## config.mk

```make
export PLATFORM = sky130hd
export DESIGN_NAME = bcr_regs
export DESIGN_NICKNAME = d
export VERILOG_FILES = /design/src/bcr_pkg.sv /design/src/bcr_regs.sv
export SDC_FILE = /design/constraint.sdc
export NUM_CORES = 1
export LEC_CHECK = 0
export BUFFER_PORTS_ARGS = -buffer_cell sky130_fd_sc_hd__buf_2
export CAP_MARGIN = 20
export CORE_ASPECT_RATIO = 0.9
export CORE_MARGIN = 2
export CORE_UTILIZATION = 30
export DETAILED_ROUTE_END_ITERATION = 7
export HOLD_SLACK_MARGIN = 0.08
export PLACE_DENSITY = 0.54
export SLEW_MARGIN = 30
export SYNTH_ARGS = -nofsm -noshare
export SYNTH_HDL_FRONTEND = slang
export SYNTH_SLANG_ARGS = --single-unit
```

## constraint.sdc

```tcl
create_clock -name clock_i -period 1.65 [get_ports clock_i]
set_input_delay 0.33 -clock clock_i [delete_from_list [all_inputs] [get_ports clock_i]]
set_output_delay 0.33 -clock clock_i [all_outputs]
set_load 0.01 [all_outputs]
```

## src/bcr_pkg.sv

```systemverilog
// Package with offsets, capability codes, next pointers and reset values of the bridge capability registers.
package bcr_pkg;

  localparam logic [7:0]  BCR_OFF_TIMEOUT   = 8'h80;
  localparam logic [7:0]  BCR_OFF_SLOT      = 8'hb0;
  localparam logic [7:0]  BCR_OFF_PWR_CAP   = 8'hdc;
  localparam logic [7:0]  BCR_OFF_PWR_CTL   = 8'he0;
  localparam logic [7:0]  BCR_OFF_LAST      = 8'he4;

  localparam logic [15:0] BCR_TIMEOUT_RST   = 16'h8000;
  localparam logic [7:0]  BCR_SLOT_CAP_CODE = 8'h04;
  localparam logic [7:0]  BCR_SLOT_NEXT_HS  = 8'hc0;
  localparam logic [7:0]  BCR_SLOT_NEXT_END = 8'h00;
  localparam logic [4:0]  BCR_SLOT_NUM_RST  = 5'h00;
  localparam logic [7:0]  BCR_CHASSIS_RST   = 8'h00;
  localparam logic [7:0]  POWER_MGMT_CAP_CODE = 8'h01;
  localparam logic [7:0]  BCR_PWR_NEXT      = 8'h0b;
  localparam logic [2:0]  BCR_PWR_REV       = 3'h1;
  localparam logic [7:0]  HOT_SWAP_CAP_CODE = 8'h06;
  localparam logic [7:0]  BCR_LAST_NEXT     = 8'h00;

  localparam logic [1:0]  BCR_PS_D0         = 2'h0;
  localparam logic [1:0]  BCR_PS_D1         = 2'h1;
  localparam logic [1:0]  BCR_PS_D2         = 2'h2;
  localparam logic [1:0]  BCR_PS_D3         = 2'h3;

  typedef struct packed {
    logic [7:0]  addr;
    logic [31:0] wdata;
    logic [3:0]  be;
    logic        wr;
    logic        rd;
  } bcr_req_t;

endpackage : bcr_pkg

```

## src/bcr_regs.sv

```systemverilog
// Capability register group of the two-port bridge.
//
// Added by the designer: the strobed register port.
`timescale 1ns/1ps
module bcr_regs
  import bcr_pkg::*;
(
  input  wire logic        clock_i,
  input  wire logic        rstn_i,
  input  wire bcr_req_t    req_i,
  input  wire logic        hot_swap_enable_input_i,
  output logic [31:0]      rdata_o,
  output logic [15:0]      sec_timeout_o,
  output logic [1:0]       power_state_o,
  output logic             chip_reset_o
);

  logic [15:0] timeout_q;
  logic [15:0] timeout_d;
  logic [4:0]  slot_q;
  logic [4:0]  slot_d;
  logic        first_q;
  logic        first_d;
  logic [7:0]  chassis_q;
  logic [7:0]  chassis_d;
  logic [1:0]  pstate_q;
  logic [1:0]  pstate_d;
  logic        chip_rst_q;
  logic        chip_rst_d;
  logic [31:0] rdata_q;
  logic [31:0] rdata_d;
  logic        hs_meta_q;
  logic        hs_sync_q;
  logic        wr_tmo;
  logic        wr_slot;
  logic        wr_pwr;
  logic        rd_tmo;
  logic        rd_slot;
  logic        rd_pcap;
  logic        rd_pctl;
  logic        rd_last;
  logic        rd_unmapped;
  logic [7:0]  slot_next;

  // Writes decode on an exact byte address, so a stray address is dropped silently.
  assign wr_tmo  = req_i.wr && (req_i.addr == BCR_OFF_TIMEOUT);
  assign wr_slot = req_i.wr && (req_i.addr == BCR_OFF_SLOT);
  assign wr_pwr  = req_i.wr && (req_i.addr == BCR_OFF_PWR_CTL) && req_i.be[0];

  // Read decodes only feed the checks below; the read mux decodes on its own.
  assign rd_tmo      = req_i.rd && (req_i.addr == BCR_OFF_TIMEOUT);
  assign rd_slot     = req_i.rd && (req_i.addr == BCR_OFF_SLOT);
  assign rd_pcap     = req_i.rd && (req_i.addr == BCR_OFF_PWR_CAP);
  assign rd_pctl     = req_i.rd && (req_i.addr == BCR_OFF_PWR_CTL);
  assign rd_last     = req_i.rd && (req_i.addr == BCR_OFF_LAST);
  assign rd_unmapped = req_i.rd && !(rd_tmo || rd_slot || rd_pcap || rd_pctl || rd_last);

  assign slot_next = hs_sync_q ? BCR_SLOT_NEXT_HS : BCR_SLOT_NEXT_END;

  always_comb begin
    timeout_d  = timeout_q;
    slot_d     = slot_q;
    first_d    = first_q;
    chassis_d  = chassis_q;
    pstate_d   = pstate_q;
    chip_rst_d = 1'b0;
    if (wr_tmo && req_i.be[2]) begin
      timeout_d[7:0] = req_i.wdata[23:16];
    end
    if (wr_tmo && req_i.be[3]) begin
      timeout_d[15:8] = req_i.wdata[31:24];
    end
    if (wr_slot && req_i.be[2]) begin
      slot_d  = req_i.wdata[20:16];
      first_d = req_i.wdata[21];
    end
    if (wr_slot && req_i.be[3]) begin
      chassis_d = req_i.wdata[31:24];
    end
    if (wr_pwr && (req_i.wdata[1:0] == BCR_PS_D0 || req_i.wdata[1:0] == BCR_PS_D3)) begin
      pstate_d = req_i.wdata[1:0];
    end
    if (wr_pwr && pstate_q == BCR_PS_D3 && req_i.wdata[1:0] == BCR_PS_D0) begin
      chip_rst_d = 1'b1;
    end
  end

  always_comb begin
    rdata_d = 32'h0000_0000;
    if (req_i.rd) begin
      case (req_i.addr)
        BCR_OFF_TIMEOUT: rdata_d = {timeout_q, 16'h0000};
        BCR_OFF_SLOT:    rdata_d = {chassis_q, 2'h0, first_q, slot_q, slot_next,
                                    BCR_SLOT_CAP_CODE};
        BCR_OFF_PWR_CAP: rdata_d = {13'h0000, BCR_PWR_REV, BCR_PWR_NEXT,
                                    POWER_MGMT_CAP_CODE};
        BCR_OFF_PWR_CTL: rdata_d = {30'h0000_0000, pstate_q};
        BCR_OFF_LAST:    rdata_d = {16'h0000, BCR_LAST_NEXT, HOT_SWAP_CAP_CODE};
        default:         rdata_d = 32'h0000_0000;
      endcase
    end
  end

  // The enable pin is a strap from outside, so it is synchronised first.
  always_ff @(posedge clock_i or negedge rstn_i) begin
    if (!rstn_i) begin
      hs_meta_q  <= 1'b0;
      hs_sync_q  <= 1'b0;
      timeout_q  <= BCR_TIMEOUT_RST;
      slot_q     <= BCR_SLOT_NUM_RST;
      first_q    <= 1'b0;
      chassis_q  <= BCR_CHASSIS_RST;
      pstate_q   <= BCR_PS_D0;
      chip_rst_q <= 1'b0;
      rdata_q    <= 32'h0000_0000;
    end else begin
      hs_meta_q  <= hot_swap_enable_input_i;
      hs_sync_q  <= hs_meta_q;
      timeout_q  <= timeout_d;
      slot_q     <= slot_d;
      first_q    <= first_d;
      chassis_q  <= chassis_d;
      pstate_q   <= pstate_d;
      chip_rst_q <= chip_rst_d;
      rdata_q    <= rdata_d;
    end
  end

  assign rdata_o       = rdata_q;
  assign sec_timeout_o = timeout_q;
  assign power_state_o = pstate_q;
  assign chip_reset_o  = chip_rst_q;

  // Chip reset pulse follows a wake write by one cycle.
  // wake pulses reset
  chk_wake_reset_pulse: assert property (@(posedge clock_i) disable iff (!rstn_i)
    (wr_pwr && pstate_q == BCR_PS_D3 && req_i.wdata[1:0] == BCR_PS_D0) |=> chip_reset_o)
    else $error("wake write did not reset chip");

  chk_no_spurious_reset: assert property (@(posedge clock_i) disable iff (!rstn_i)
    chip_reset_o |-> $past(pstate_q) == BCR_PS_D3 && pstate_q == BCR_PS_D0)
    else $error("chip reset without wake");

  chk_pstate_legal: assert property (@(posedge clock_i) disable iff (!rstn_i)
    power_state_o == BCR_PS_D0 || power_state_o == BCR_PS_D3)
    else $error("illegal power state held");

  chk_pstate_hold: assert property (@(posedge clock_i) disable iff (!rstn_i)
    !wr_pwr |=> $stable(power_state_o))
    else $error("power state changed without write");

  chk_timeout_hold: assert property (@(posedge clock_i) disable iff (!rstn_i)
    !wr_tmo |=> $stable(sec_timeout_o))
    else $error("timeout changed without write");

  chk_timeout_write: assert property (@(posedge clock_i) disable iff (!rstn_i)
    (wr_tmo && req_i.be[3:2] == 2'h3) |=> sec_timeout_o == $past(req_i.wdata[31:16]))
    else $error("timeout write lost");

  chk_pwr_cap_read: assert property (@(posedge clock_i) disable iff (!rstn_i)
    (req_i.rd && req_i.addr == BCR_OFF_PWR_CAP) |=> rdata_o == 32'h0001_0b01)
    else $error("power capability word wrong");

  chk_slot_next_read: assert property (@(posedge clock_i) disable iff (!rstn_i)
    (req_i.rd && req_i.addr == BCR_OFF_SLOT) |=>
    rdata_o[15:8] == ($past(hs_sync_q) ? BCR_SLOT_NEXT_HS : BCR_SLOT_NEXT_END))
    else $error("slot next pointer wrong");

  chk_last_read: assert property (@(posedge clock_i) disable iff (!rstn_i)
    (req_i.rd && req_i.addr == BCR_OFF_LAST) |=> rdata_o == 32'h0000_0006)
    else $error("last header wrong");

  chk_ctl_zero: assert property (@(posedge clock_i) disable iff (!rstn_i)
    (req_i.rd && req_i.addr == BCR_OFF_PWR_CTL) |=> rdata_o[31:2] == 30'h0)
    else $error("power control upper bits nonzero");

  chk_tmo_low_lane: assert property (@(posedge clock_i) disable iff (!rstn_i)
    (wr_tmo && req_i.be[2])
    |=> sec_timeout_o[7:0] == $past(req_i.wdata[23:16]))
    else $error("timeout low byte lost");

  chk_tmo_high_lane: assert property (@(posedge clock_i) disable iff (!rstn_i)
    (wr_tmo && req_i.be[3])
    |=> sec_timeout_o[15:8] == $past(req_i.wdata[31:24]))
    else $error("timeout high byte lost");

  chk_tmo_read: assert property (@(posedge clock_i) disable iff (!rstn_i)
    rd_tmo
    |=> rdata_o == {$past(sec_timeout_o), 16'h0000})
    else $error("timeout read wrong");

  chk_tmo_low_keep: assert property (@(posedge clock_i) disable iff (!rstn_i)
    (wr_tmo && !req_i.be[2])
    |=> sec_timeout_o[7:0] == $past(sec_timeout_o[7:0]))
    else $error("timeout low byte written without enable");

  chk_tmo_high_keep: assert property (@(posedge clock_i) disable iff (!rstn_i)
    (wr_tmo && !req_i.be[3])
    |=> sec_timeout_o[15:8] == $past(sec_timeout_o[15:8]))
    else $error("timeout high byte written without enable");

  chk_slot_code_read: assert property (@(posedge clock_i) disable iff (!rstn_i)
    rd_slot
    |=> rdata_o[7:0] == BCR_SLOT_CAP_CODE)
    else $error("slot capability code wrong");

  chk_slot_next_end: assert property (@(posedge clock_i) disable iff (!rstn_i)
    (rd_slot && !hs_sync_q)
    |=> rdata_o[15:8] == BCR_SLOT_NEXT_END)
    else $error("slot pointer not end");

  chk_slot_next_hs: assert property (@(posedge clock_i) disable iff (!rstn_i)
    (rd_slot && hs_sync_q)
    |=> rdata_o[15:8] == BCR_SLOT_NEXT_HS)
    else $error("slot pointer not hot swap");

  chk_slot_num_write: assert property (@(posedge clock_i) disable iff (!rstn_i)
    (wr_slot && req_i.be[2])
    |=> slot_q == $past(req_i.wdata[20:16]))
    else $error("slot number write lost");

  chk_first_write: assert property (@(posedge clock_i) disable iff (!rstn_i)
    (wr_slot && req_i.be[2])
    |=> first_q == $past(req_i.wdata[21]))
    else $error("first in chassis write lost");

  chk_chassis_write: assert property (@(posedge clock_i) disable iff (!rstn_i)
    (wr_slot && req_i.be[3])
    |=> chassis_q == $past(req_i.wdata[31:24]))
    else $error("chassis number write lost");

  chk_slot_rsvd_zero: assert property (@(posedge clock_i) disable iff (!rstn_i)
    rd_slot
    |=> rdata_o[23:22] == 2'h0)
    else $error("slot reserved bits nonzero");

  chk_slot_fields_read: assert property (@(posedge clock_i) disable iff (!rstn_i)
    rd_slot
    |=> rdata_o[31:16] == {$past(chassis_q), 2'h0, $past(first_q), $past(slot_q)})
    else $error("slot fields read wrong");

  chk_slot_lane_keep: assert property (@(posedge clock_i) disable iff (!rstn_i)
    !(wr_slot && req_i.be[2])
    |=> $stable(slot_q) && $stable(first_q))
    else $error("slot lane changed without enable");

  chk_chassis_keep: assert property (@(posedge clock_i) disable iff (!rstn_i)
    !(wr_slot && req_i.be[3])
    |=> $stable(chassis_q))
    else $error("chassis changed without enable");

  chk_pwr_code_read: assert property (@(posedge clock_i) disable iff (!rstn_i)
    rd_pcap
    |=> rdata_o[7:0] == POWER_MGMT_CAP_CODE)
    else $error("power capability code wrong");

  chk_pwr_next_read: assert property (@(posedge clock_i) disable iff (!rstn_i)
    rd_pcap
    |=> rdata_o[15:8] == BCR_PWR_NEXT)
    else $error("power next pointer wrong");

  chk_pwr_rev_field: assert property (@(posedge clock_i) disable iff (!rstn_i)
    rd_pcap
    |=> rdata_o[18:16] == BCR_PWR_REV)
    else $error("power revision wrong");

  chk_pwr_cap_zero: assert property (@(posedge clock_i) disable iff (!rstn_i)
    rd_pcap
    |=> rdata_o[31:19] == 13'h0000)
    else $error("power capability bits nonzero");

  chk_pstate_write: assert property (@(posedge clock_i) disable iff (!rstn_i)
    (wr_pwr && (req_i.wdata[1:0] == BCR_PS_D0 || req_i.wdata[1:0] == BCR_PS_D3))
    |=> power_state_o == $past(req_i.wdata[1:0]))
    else $error("power state write lost");

  chk_pstate_read: assert property (@(posedge clock_i) disable iff (!rstn_i)
    rd_pctl
    |=> rdata_o[1:0] == $past(power_state_o))
    else $error("power state read wrong");

  chk_pstate_drop: assert property (@(posedge clock_i) disable iff (!rstn_i)
    (wr_pwr && (req_i.wdata[1:0] == BCR_PS_D1 || req_i.wdata[1:0] == BCR_PS_D2))
    |=> $stable(power_state_o))
    else $error("unimplemented power state taken");

  chk_pwr_lane_gate: assert property (@(posedge clock_i) disable iff (!rstn_i)
    (req_i.wr && req_i.addr == BCR_OFF_PWR_CTL && !req_i.be[0])
    |=> $stable(power_state_o))
    else $error("power state written without enable");

  chk_reset_single: assert property (@(posedge clock_i) disable iff (!rstn_i)
    chip_reset_o
    |=> !chip_reset_o)
    else $error("chip reset longer than one cycle");

  chk_no_reset_awake: assert property (@(posedge clock_i) disable iff (!rstn_i)
    !(wr_pwr && pstate_q == BCR_PS_D3)
    |=> !chip_reset_o)
    else $error("chip reset without sleep state");

  chk_last_code_read: assert property (@(posedge clock_i) disable iff (!rstn_i)
    rd_last
    |=> rdata_o[7:0] == HOT_SWAP_CAP_CODE)
    else $error("last capability code wrong");

  chk_last_next_read: assert property (@(posedge clock_i) disable iff (!rstn_i)
    rd_last
    |=> rdata_o[15:8] == BCR_LAST_NEXT)
    else $error("last next pointer nonzero");

  chk_unmapped_read: assert property (@(posedge clock_i) disable iff (!rstn_i)
    rd_unmapped
    |=> rdata_o == 32'h0000_0000)
    else $error("unmapped read nonzero");

  // Main scenarios: wake, sleep, dropped code, slot and timeout writes.
  cov_wake: cover property (@(posedge clock_i) disable iff (!rstn_i) chip_reset_o);
  cov_sleep: cover property (@(posedge clock_i) disable iff (!rstn_i)
    $rose(power_state_o == BCR_PS_D3));
  cov_bad_code: cover property (@(posedge clock_i) disable iff (!rstn_i)
    wr_pwr && req_i.wdata[1:0] == BCR_PS_D1);
  cov_slot_write: cover property (@(posedge clock_i) disable iff (!rstn_i) wr_slot);
  cov_tmo_write: cover property (@(posedge clock_i) disable iff (!rstn_i) wr_tmo);

endmodule : bcr_regs

```

==> results of run 1 <==
per-layer routing:
layer	vias up	wire length [µm]	share of wire (%)	global-route usage [%]
met2	61	2451	47	20.00
met1	814	2307	44	16.85
met5	-	0	0	0
met3	8	370	7.1	3.432
li1	767	-	-	-
met4	0	94	1.8	4.167
registers in the layout (all words and copies together), names as in the netlist:
name	cells
chassis_q	8
hs_meta_q	1
sec_timeout_o	16
slot_q	5
rdata_o	21
power_state_o	2
first_q	1
chip_reset_o	1
hs_sync_q	1
final timing paths:
kind / start / end / slack [ns] / depth (start not counted)
worst max register to register: slot_q[0] / rdata_o[16] / 0.67 / 3
worst min-delay path: hot_swap_enable_input_i / hs_meta_q / 0.12 / 1
max in group asynchronous: rstn_i / sec_timeout_o[15] / 0.81 / 3
min in group asynchronous: rstn_i / sec_timeout_o[10] / 0.53 / 3
worst max-delay path: sec_timeout_o[15] / sec_timeout_o[15] / 0.33 / 1
worst min register to register: hs_meta_q / hs_sync_q / 0.36 / 0
power breakdown:
part           switching (W)  internal (W)  total [W]
logic               0.000116     0.0000873   0.000204
clock network       0.000446      0.000289   0.000735
registers          0.0000131       0.00140    0.00141
through the flow:
| stage | area [µm²] | hold slack, ns | cells | worst slack (ns) | power, W |
|---|---|---|---|---|---|
| after CTS | 2993 | 0.1133 | 355 | 0.3109 | 0.002385 |
| after global placement | 2902 | 0.3351 | 347 | 0.07341 | 0.001640 |
| after detailed placement | 2902 | 0.3347 | 347 | 0.07182 | 0.001642 |
| after global routing | 2993 | 0.1048 | 355 | 0.2942 | 0.002470 |
| after floorplan | 2390 | 0.03441 | 180 | 0.2165 | 0.001524 |
| final | 2993 | 0.1224 | 355 | 0.3268 | 0.002347 |
cells in the final DEF (no fill, tap or decap), drive strengths merged:
cell type,Yosys,layout
nor3b,3,3
conb,1,8
nand2b,1,1
buf,14,86
and4bb,1,1
nand3,3,3
nand3b,1,1
nand4,6,6
nand4b,1,1
clkinvlp,0,1
dfstp,1,1
nand2,2,2
nor2,17,17
nor3,1,1
ha,1,1
mux2i,1,1
mux2,31,31
dfrtp,55,55
a21oi,1,1
and3b,1,1
a22oi,13,13
dlygate4sd3,0,1
inv,4,4
o21ai,1,1
nor4,1,1
and2,3,3
a21boi,2,2
clkbuf,1,5
clkinv,0,1
and3,5,5
o2111ai,1,1
cell families (layout without fill, tap and decap cells):
logic type / after synthesis / after routing / share of synthesized area (%)
adder cells (fa/ha/maj): 1 / 1 / 0.5293
AO/OA/AOI/OAI: 18 / 18 / 5.558
AND/OR/NAND/NOR: 46 / 46 / 14.29
other: 1 / 8 / 0.1587
flip-flops: 56 / 56 / 59.34
multiplexers: 32 / 32 / 15.19
buffers and inverters: 19 / 98 / 4.923
final cells by class:
type / instances / area, µm² / share of cell area, %
Inverter: 4 / 15.01 / 0.5017
Clock buffer: 5 / 68.82 / 2.299
Sequential cell: 56 / 1403 / 46.86
Multi-Input combinational cell: 105 / 870.8 / 29.10
Timing Repair Buffer: 87 / 503.0 / 16.81
Clock inverter: 2 / 12.51 / 0.4181
Tap cell: 96 / 120.1 / 4.013
repair_timing:
action                                 4_1_cts  5_1_grt
setup endpoints to repair                    0        0
setup buffers                                0        0
endpoints found under the hold margin       55        0
hold buffers                                 1        0
==> results.md, run 1 <==
Synthesis:
- For this run, the number of Yosys warnings is 0.
- Summed over all instances, the cell type with the most area after synthesis is dfrtp_1.
- The number of different library cells used by synthesis comes to 33.
- The number of flip-flops and latches in the synthesized netlist is 56.
- The mapped cell area is 0.002364 mm².
- In the synthesized netlist the dominant register cell turns out to be dfrtp_1.
- The post-synthesis async set-or-reset flop share is 100.0%.
- The top-area cell type share of the netlist area is 58.23%.
- The fraction of the yosys area taken by sequential cells is 59.34%.
- By area the synthesized netlist is led by dfrtp_1, mux2_2, a22oi_1.
- The cell with the most instances after synthesis is dfrtp_1.
- Averaged over all synthesized cells, the footprint is 13.66 µm².
- Ranked by instance count, the synthesized netlist is headed by dfrtp_1, mux2_2, nor2_1.
- The cell count after synthesis came out at 173.
- In this run, synthesis inferred 0 flip-flops with an integrated enable.

Layout:
- In the final layout, the share of cells above drive strength 1 is 51.74%.
- 0 antenna diodes ended up in the layout.
- The number of filler cells placed in the layout is 748.
- The final standard cell utilization of the core is 39.47%.
- The number of nets in the layout is 309.
- From synthesis to final layout, the design area changed by 26.63%.

STA:
- The final critical path time including I/O delays and setup is 1.323 ns.
- Setup repair after global routing left no endpoint under its margin.
- The number of hold violations in the final report is 0.
- For the final routed database, the setup TNS stands at 0 ns.
- In the finished design, the share of the clock period the worst path needs comes to 80.19%.
- The total count of max-transition violations in the final report is 0.
- Setup violations remaining at the end of the flow were counted as 0.
- The maximum clock frequency is 755.7 MHz.
- The clock arrives with 0.001780 ns of skew.

Drt:
- The wire length reported by the detailed router is 5.223 mm.
- The detailed-routing iteration count for the pre-antenna-repair pass is 4.
- Across all layers, the routed design uses 1650 vias.
- For this run, design rule violations remaining after detail routing come to 0.
- The initial DRC count is 63.
- Dividing the detail-routed via count by the number of cells gives 4.648.
- In the final routed layout, each cell accounts on average for 14.71 µm.
- The post-detailed-route count of antenna-violating nets is 0.

GRT:
- Entering global routing, the biggest net connects 57 pins.
- The overflow left after global routing is 0.
- Global routing used 12.56% of the available tracks across all layers.
- The first global-routing pass estimated 8.459 mm of wire.
- The number of global-route vias before repair is 1660.
- The initial antenna violation count was 0.

Critical path:
- The worst setup path is captured at a primary output.
- Data on the critical path is required at its endpoint by 1.32 ns.
- The critical-path maximum fanout is 3.
- The worst path arrival time is 0.99 ns.
- Together, buffers and inverters on the worst path number 1.
- The critical path goes through buf_2.
- Among all stages on the critical path, the largest delay is contributed by dfstp_2.
- On the worst path, the slowest cell contributes a delay of 0.55 ns.
- The start-to-end type of the worst setup path is reg -> out.
- Among cell families on the critical path, the largest total delay comes from flip-flops.
- The worst setup path is launched from a register.

CTS:
- The worst-skew pair later-pin latency is 0.30 ns.
- The H-tree generated during clock tree synthesis spans 2 levels.
- The CTS tree is built.
- The clock tree buffer depth is 2.
- Once the clock tree was built, the resizer swapped 0 gates to a different size.
- Clock tree synthesis selected as its root buffer the cell clkbuf_8.
- The clock transition time at the flip-flop clock pins of the worst setup and hold paths is 0.10 ns.
- The clock buffer count from CTS is 5.
- CTS saw 56 sinks.

Power:
- IR analysis of the VDD net gives a maximum drop of 0.0004105 V.
- The leakage power is 1.618 nW.
- The power per cell area is 784.3 mW/mm².

Floorplanning:
- The number of top-level design ports is 100.
- The overall die area is 0.008605 mm².
- In this run the standard cell core region covers 0.007582 mm².
- The initial core utilization is 31.17%.
- From left edge to right edge, the die measures 97.56 µm.
- From bottom edge to top edge, the die measures 88.21 µm.
- The initialized floorplan defines 30 standard-cell rows.

Place:
- In this run the tool buffered the top-level ports with 76 buffer cells.
- The final weighted congestion in routability-driven placement is 0.7216.
- The total half-perimeter wirelength after legalization and detailed placement is 3.810 mm.

Run status:
- The run finished with clean final reports.

Job:
- Across the run, the number of max-cap violations was 0.

Min path:
- The min-delay analysis places its worst path in the category in -> reg.
Power figures use the tool's default switching activity.
==> run 2, diff against run 1 <==
- clock period: 1.65 -> 1.3 ns (I/O delays scaled with it)
==> run 2 against run 1 <==
Worst setup slack worse by 0.27 ns. Non-clock buffer count is 9 higher. Sequential power is 27% higher. Sequential share of layout area shrank 1.5 points. Via count fell by 2.7%. Die area unchanged. Critical path type unchanged. Clock power is 56% higher. Count of clock-buffer cells in the layout grew 1.
==> results.md, run 2 (synthesis results as in run 1) <==
Run status:
- The flow ran to the end, and the final reports show no timing, DRC or antenna violations.

Place:
- Routability-driven placement finished with a final weighted congestion of 0.7258.
- The number of port buffers is 76.
- Summed over all nets, the half-perimeter wirelength after detailed placement is 3.686 mm.
- At the placement stage, the worst setup path has a slack of -0.1711 ns.

STA:
- The total count of max-transition violations in the final report was 0.
- The number of hold violations in the final report is 0.
- The total setup violations reported at the end of the flow is 0.
- Setup repair after global routing left no endpoint under its margin.
- The final-layout worst hold slack is 0.1811 ns.
- Static timing analysis puts the maximum clock frequency at 804.1 MHz.
- On the final layout, the worst clock skew is 0.006455 ns.
- After layout, the worst path uses 95.66% of the clock period.
- Subtracting the final worst setup slack from the clock period gives 1.244 ns.
- The least setup slack across all paths after layout is 0.05641 ns.

GRT:
- Across every metal layer, demand over resource in global routing totals 12.26%.
- Entering global routing, the biggest net connects 57 pins.
- The wire length of the first global-routing pass is 8.280 mm.
- The initial antenna violation count was 0.
- The number of global-route vias before repair is 1647.
- Summed over all layers, the global routing overflow is 0.

Layout:
- The number of diodes added for antenna fixing is 0.
- The top cell types in the final layout, fill and taps aside, are buf_2, dfrtp_1, mux2_2.
- The proportion of layout cells with a drive suffix above 1 is 52.79%.
- The area growth from synthesis to layout is 30.86%.
- The number of filler cells placed in the layout is 750.
- The register with the most flip-flops in the layout has 21 of them.
- The leading cell type in the layout, fill and taps excluded is buf_2.
- The number of nets in the layout is 318.

Critical path:
- The worst setup path is captured at a primary output.
- The number of buffers and inverters on the critical path is 1.
- Traced cell by cell, the critical path runs through buf_2.
- Across all register-to-register paths, the minimum setup slack is 0.31 ns.
- The endpoint required time on the critical path is 1.04 ns.
- The startpoint of the lowest-slack register-to-register path is slot_q[0].
- The delay of the slowest cell on the worst path is 0.56 ns.
- The worst register-to-register path ends at rdata_o[16].
- Measured in cells, the most critical reg-to-reg path has a length of 3.
- For the worst setup path, the data arrival time is 0.98 ns.
- The critical path is of the reg -> out type.
- The critical path endpoint is sec_timeout_o[15].
- The critical path depth in cells is 1.
- The launching element of the worst setup path is sec_timeout_o[15].
- The largest individual stage delay along the critical path comes from the cell dfstp_2.
- The worst setup path is launched from a register.
- The critical-path maximum fanout is 3.
- The cell family contributing the most delay on the critical path is flip-flops.

Power:
- The switching power total is 0.0007372 W.
- Cell internal power was estimated by the tool at 0.002479 W.
- The overall power is 0.003216 W.
- For this design the ratio of total power to cell area is 1040 mW/mm².
- The worst-case IR drop observed on VDD is 0.0003967 V.
- The register share of total power is 55.6%.
- The combinational share of power is 8.6%.
- Of the total power, the share spent switching nets is 22.92%.
- The leakage power is 1.677 nW.
- In this run, the clock network consumes 35.8% of the power.

CTS:
- The worst-skew pair later-pin latency is 0.31 ns.
- After clock tree synthesis, the setup repair step added 0 buffers.
- In this run, post-CTS repair resized a total of 0 instances.
- Clock tree synthesis inserted a total of 5 buffers.
- The root buffer cell chosen for the clock tree is clkbuf_8.
- The TritonCTS sink count is 56.
- The clock transition time at the flip-flop clock pins of the worst setup and hold paths is 0.10 ns.
- The hold buffer count at CTS is 2.
- Counting along the longest clock path gives a buffer depth of 2.
- The deepest level of the CTS H-tree is 2.
- TritonCTS built the clock tree.

Floorplanning:
- For this configuration, the core starts out at a cell density of 31.17%.
- The area of the core is 0.007582 mm².
- In this run the vertical extent of the chip is 88.21 µm.
- The chip width is 97.56 µm.
- The overall die area is 0.008605 mm².
- The floorplan has 30 rows.
- The number of top-level design ports is 100.

Min path:
- The startpoint of the most critical hold path is req_i[29].
- The tightest min-delay check is of the in -> reg type.

Drt:
- The number of vias after detailed routing is 1605.
- The pre-antenna-repair detailed-routing pass consisted of 4 iterations.
- The number of design rule violations left after detail routing is 0.
- In the final routed layout, each cell accounts on average for 13.80 µm.
- The initial DRC count is 19.
- Wires add up to 5.036 mm.
- The via count normalized by instance count is 4.397.
- Once detail routing completed, the nets flagged for antenna violations numbered 0.

Job:
- The tool flagged a number of max-cap violations equal to 0.
run 2: final cells by class:
class	count	area [µm²]	share of cell area (%)
inverters	4	15.01	0.4854
multi-input cells	105	870.8	28.16
clock buffers	6	72.57	2.346
repair buffers	96	573.1	18.53
clock inverters	2	38.79	1.254
well taps	96	120.1	3.883
flip-flops and latches	56	1403	45.35
run 2: layer usage:
metal,vias to the layer above,global-route usage [%],share of wire [%]
li1,789,-,-
met1,764,16.40,46
met2,48,20.06,48
met3,4,3.113,4.6
met4,0,3.409,1.1
met5,-,0,0
run 2: per-stage QoR:
stage                     cells  instance area, µm²  setup TNS, ns  util, %
after CTS                   365                3093              0    40.79
after detailed placement    355                2962         -4.427    39.06
after global placement      355                2962         -4.433    39.06
after floorplan             180                2390         -1.657        -
after global routing        365                3093              0    40.79
final                       365                3093              0    40.79
run 2: worst min path at each step:
stage / to / slack (ns) / cells after the start
finish: sec_timeout_o[7] / 0.18 / 2
global route: sec_timeout_o[7] / 0.16 / 2
CTS: sec_timeout_o[6] / 0.17 / 2
detailed placement: rdata_o[29] / 0.29 / 2
global placement: rdata_o[29] / 0.28 / 2
floorplan: chassis_q[0] / -0.04 / 0
run 2: power groups by stage:
stage	clock [W]	sequential [W]	combinational, W
2_1_floorplan	0	0.00183	0.000107
3_3_place_gp	0	0.00182	0.000275
3_5_place_dp	0	0.00182	0.000278
4_1_cts	0.00121	0.00179	0.000284
5_1_grt	0.00127	0.00179	0.000309
6_report	0.00115	0.00179	0.000276
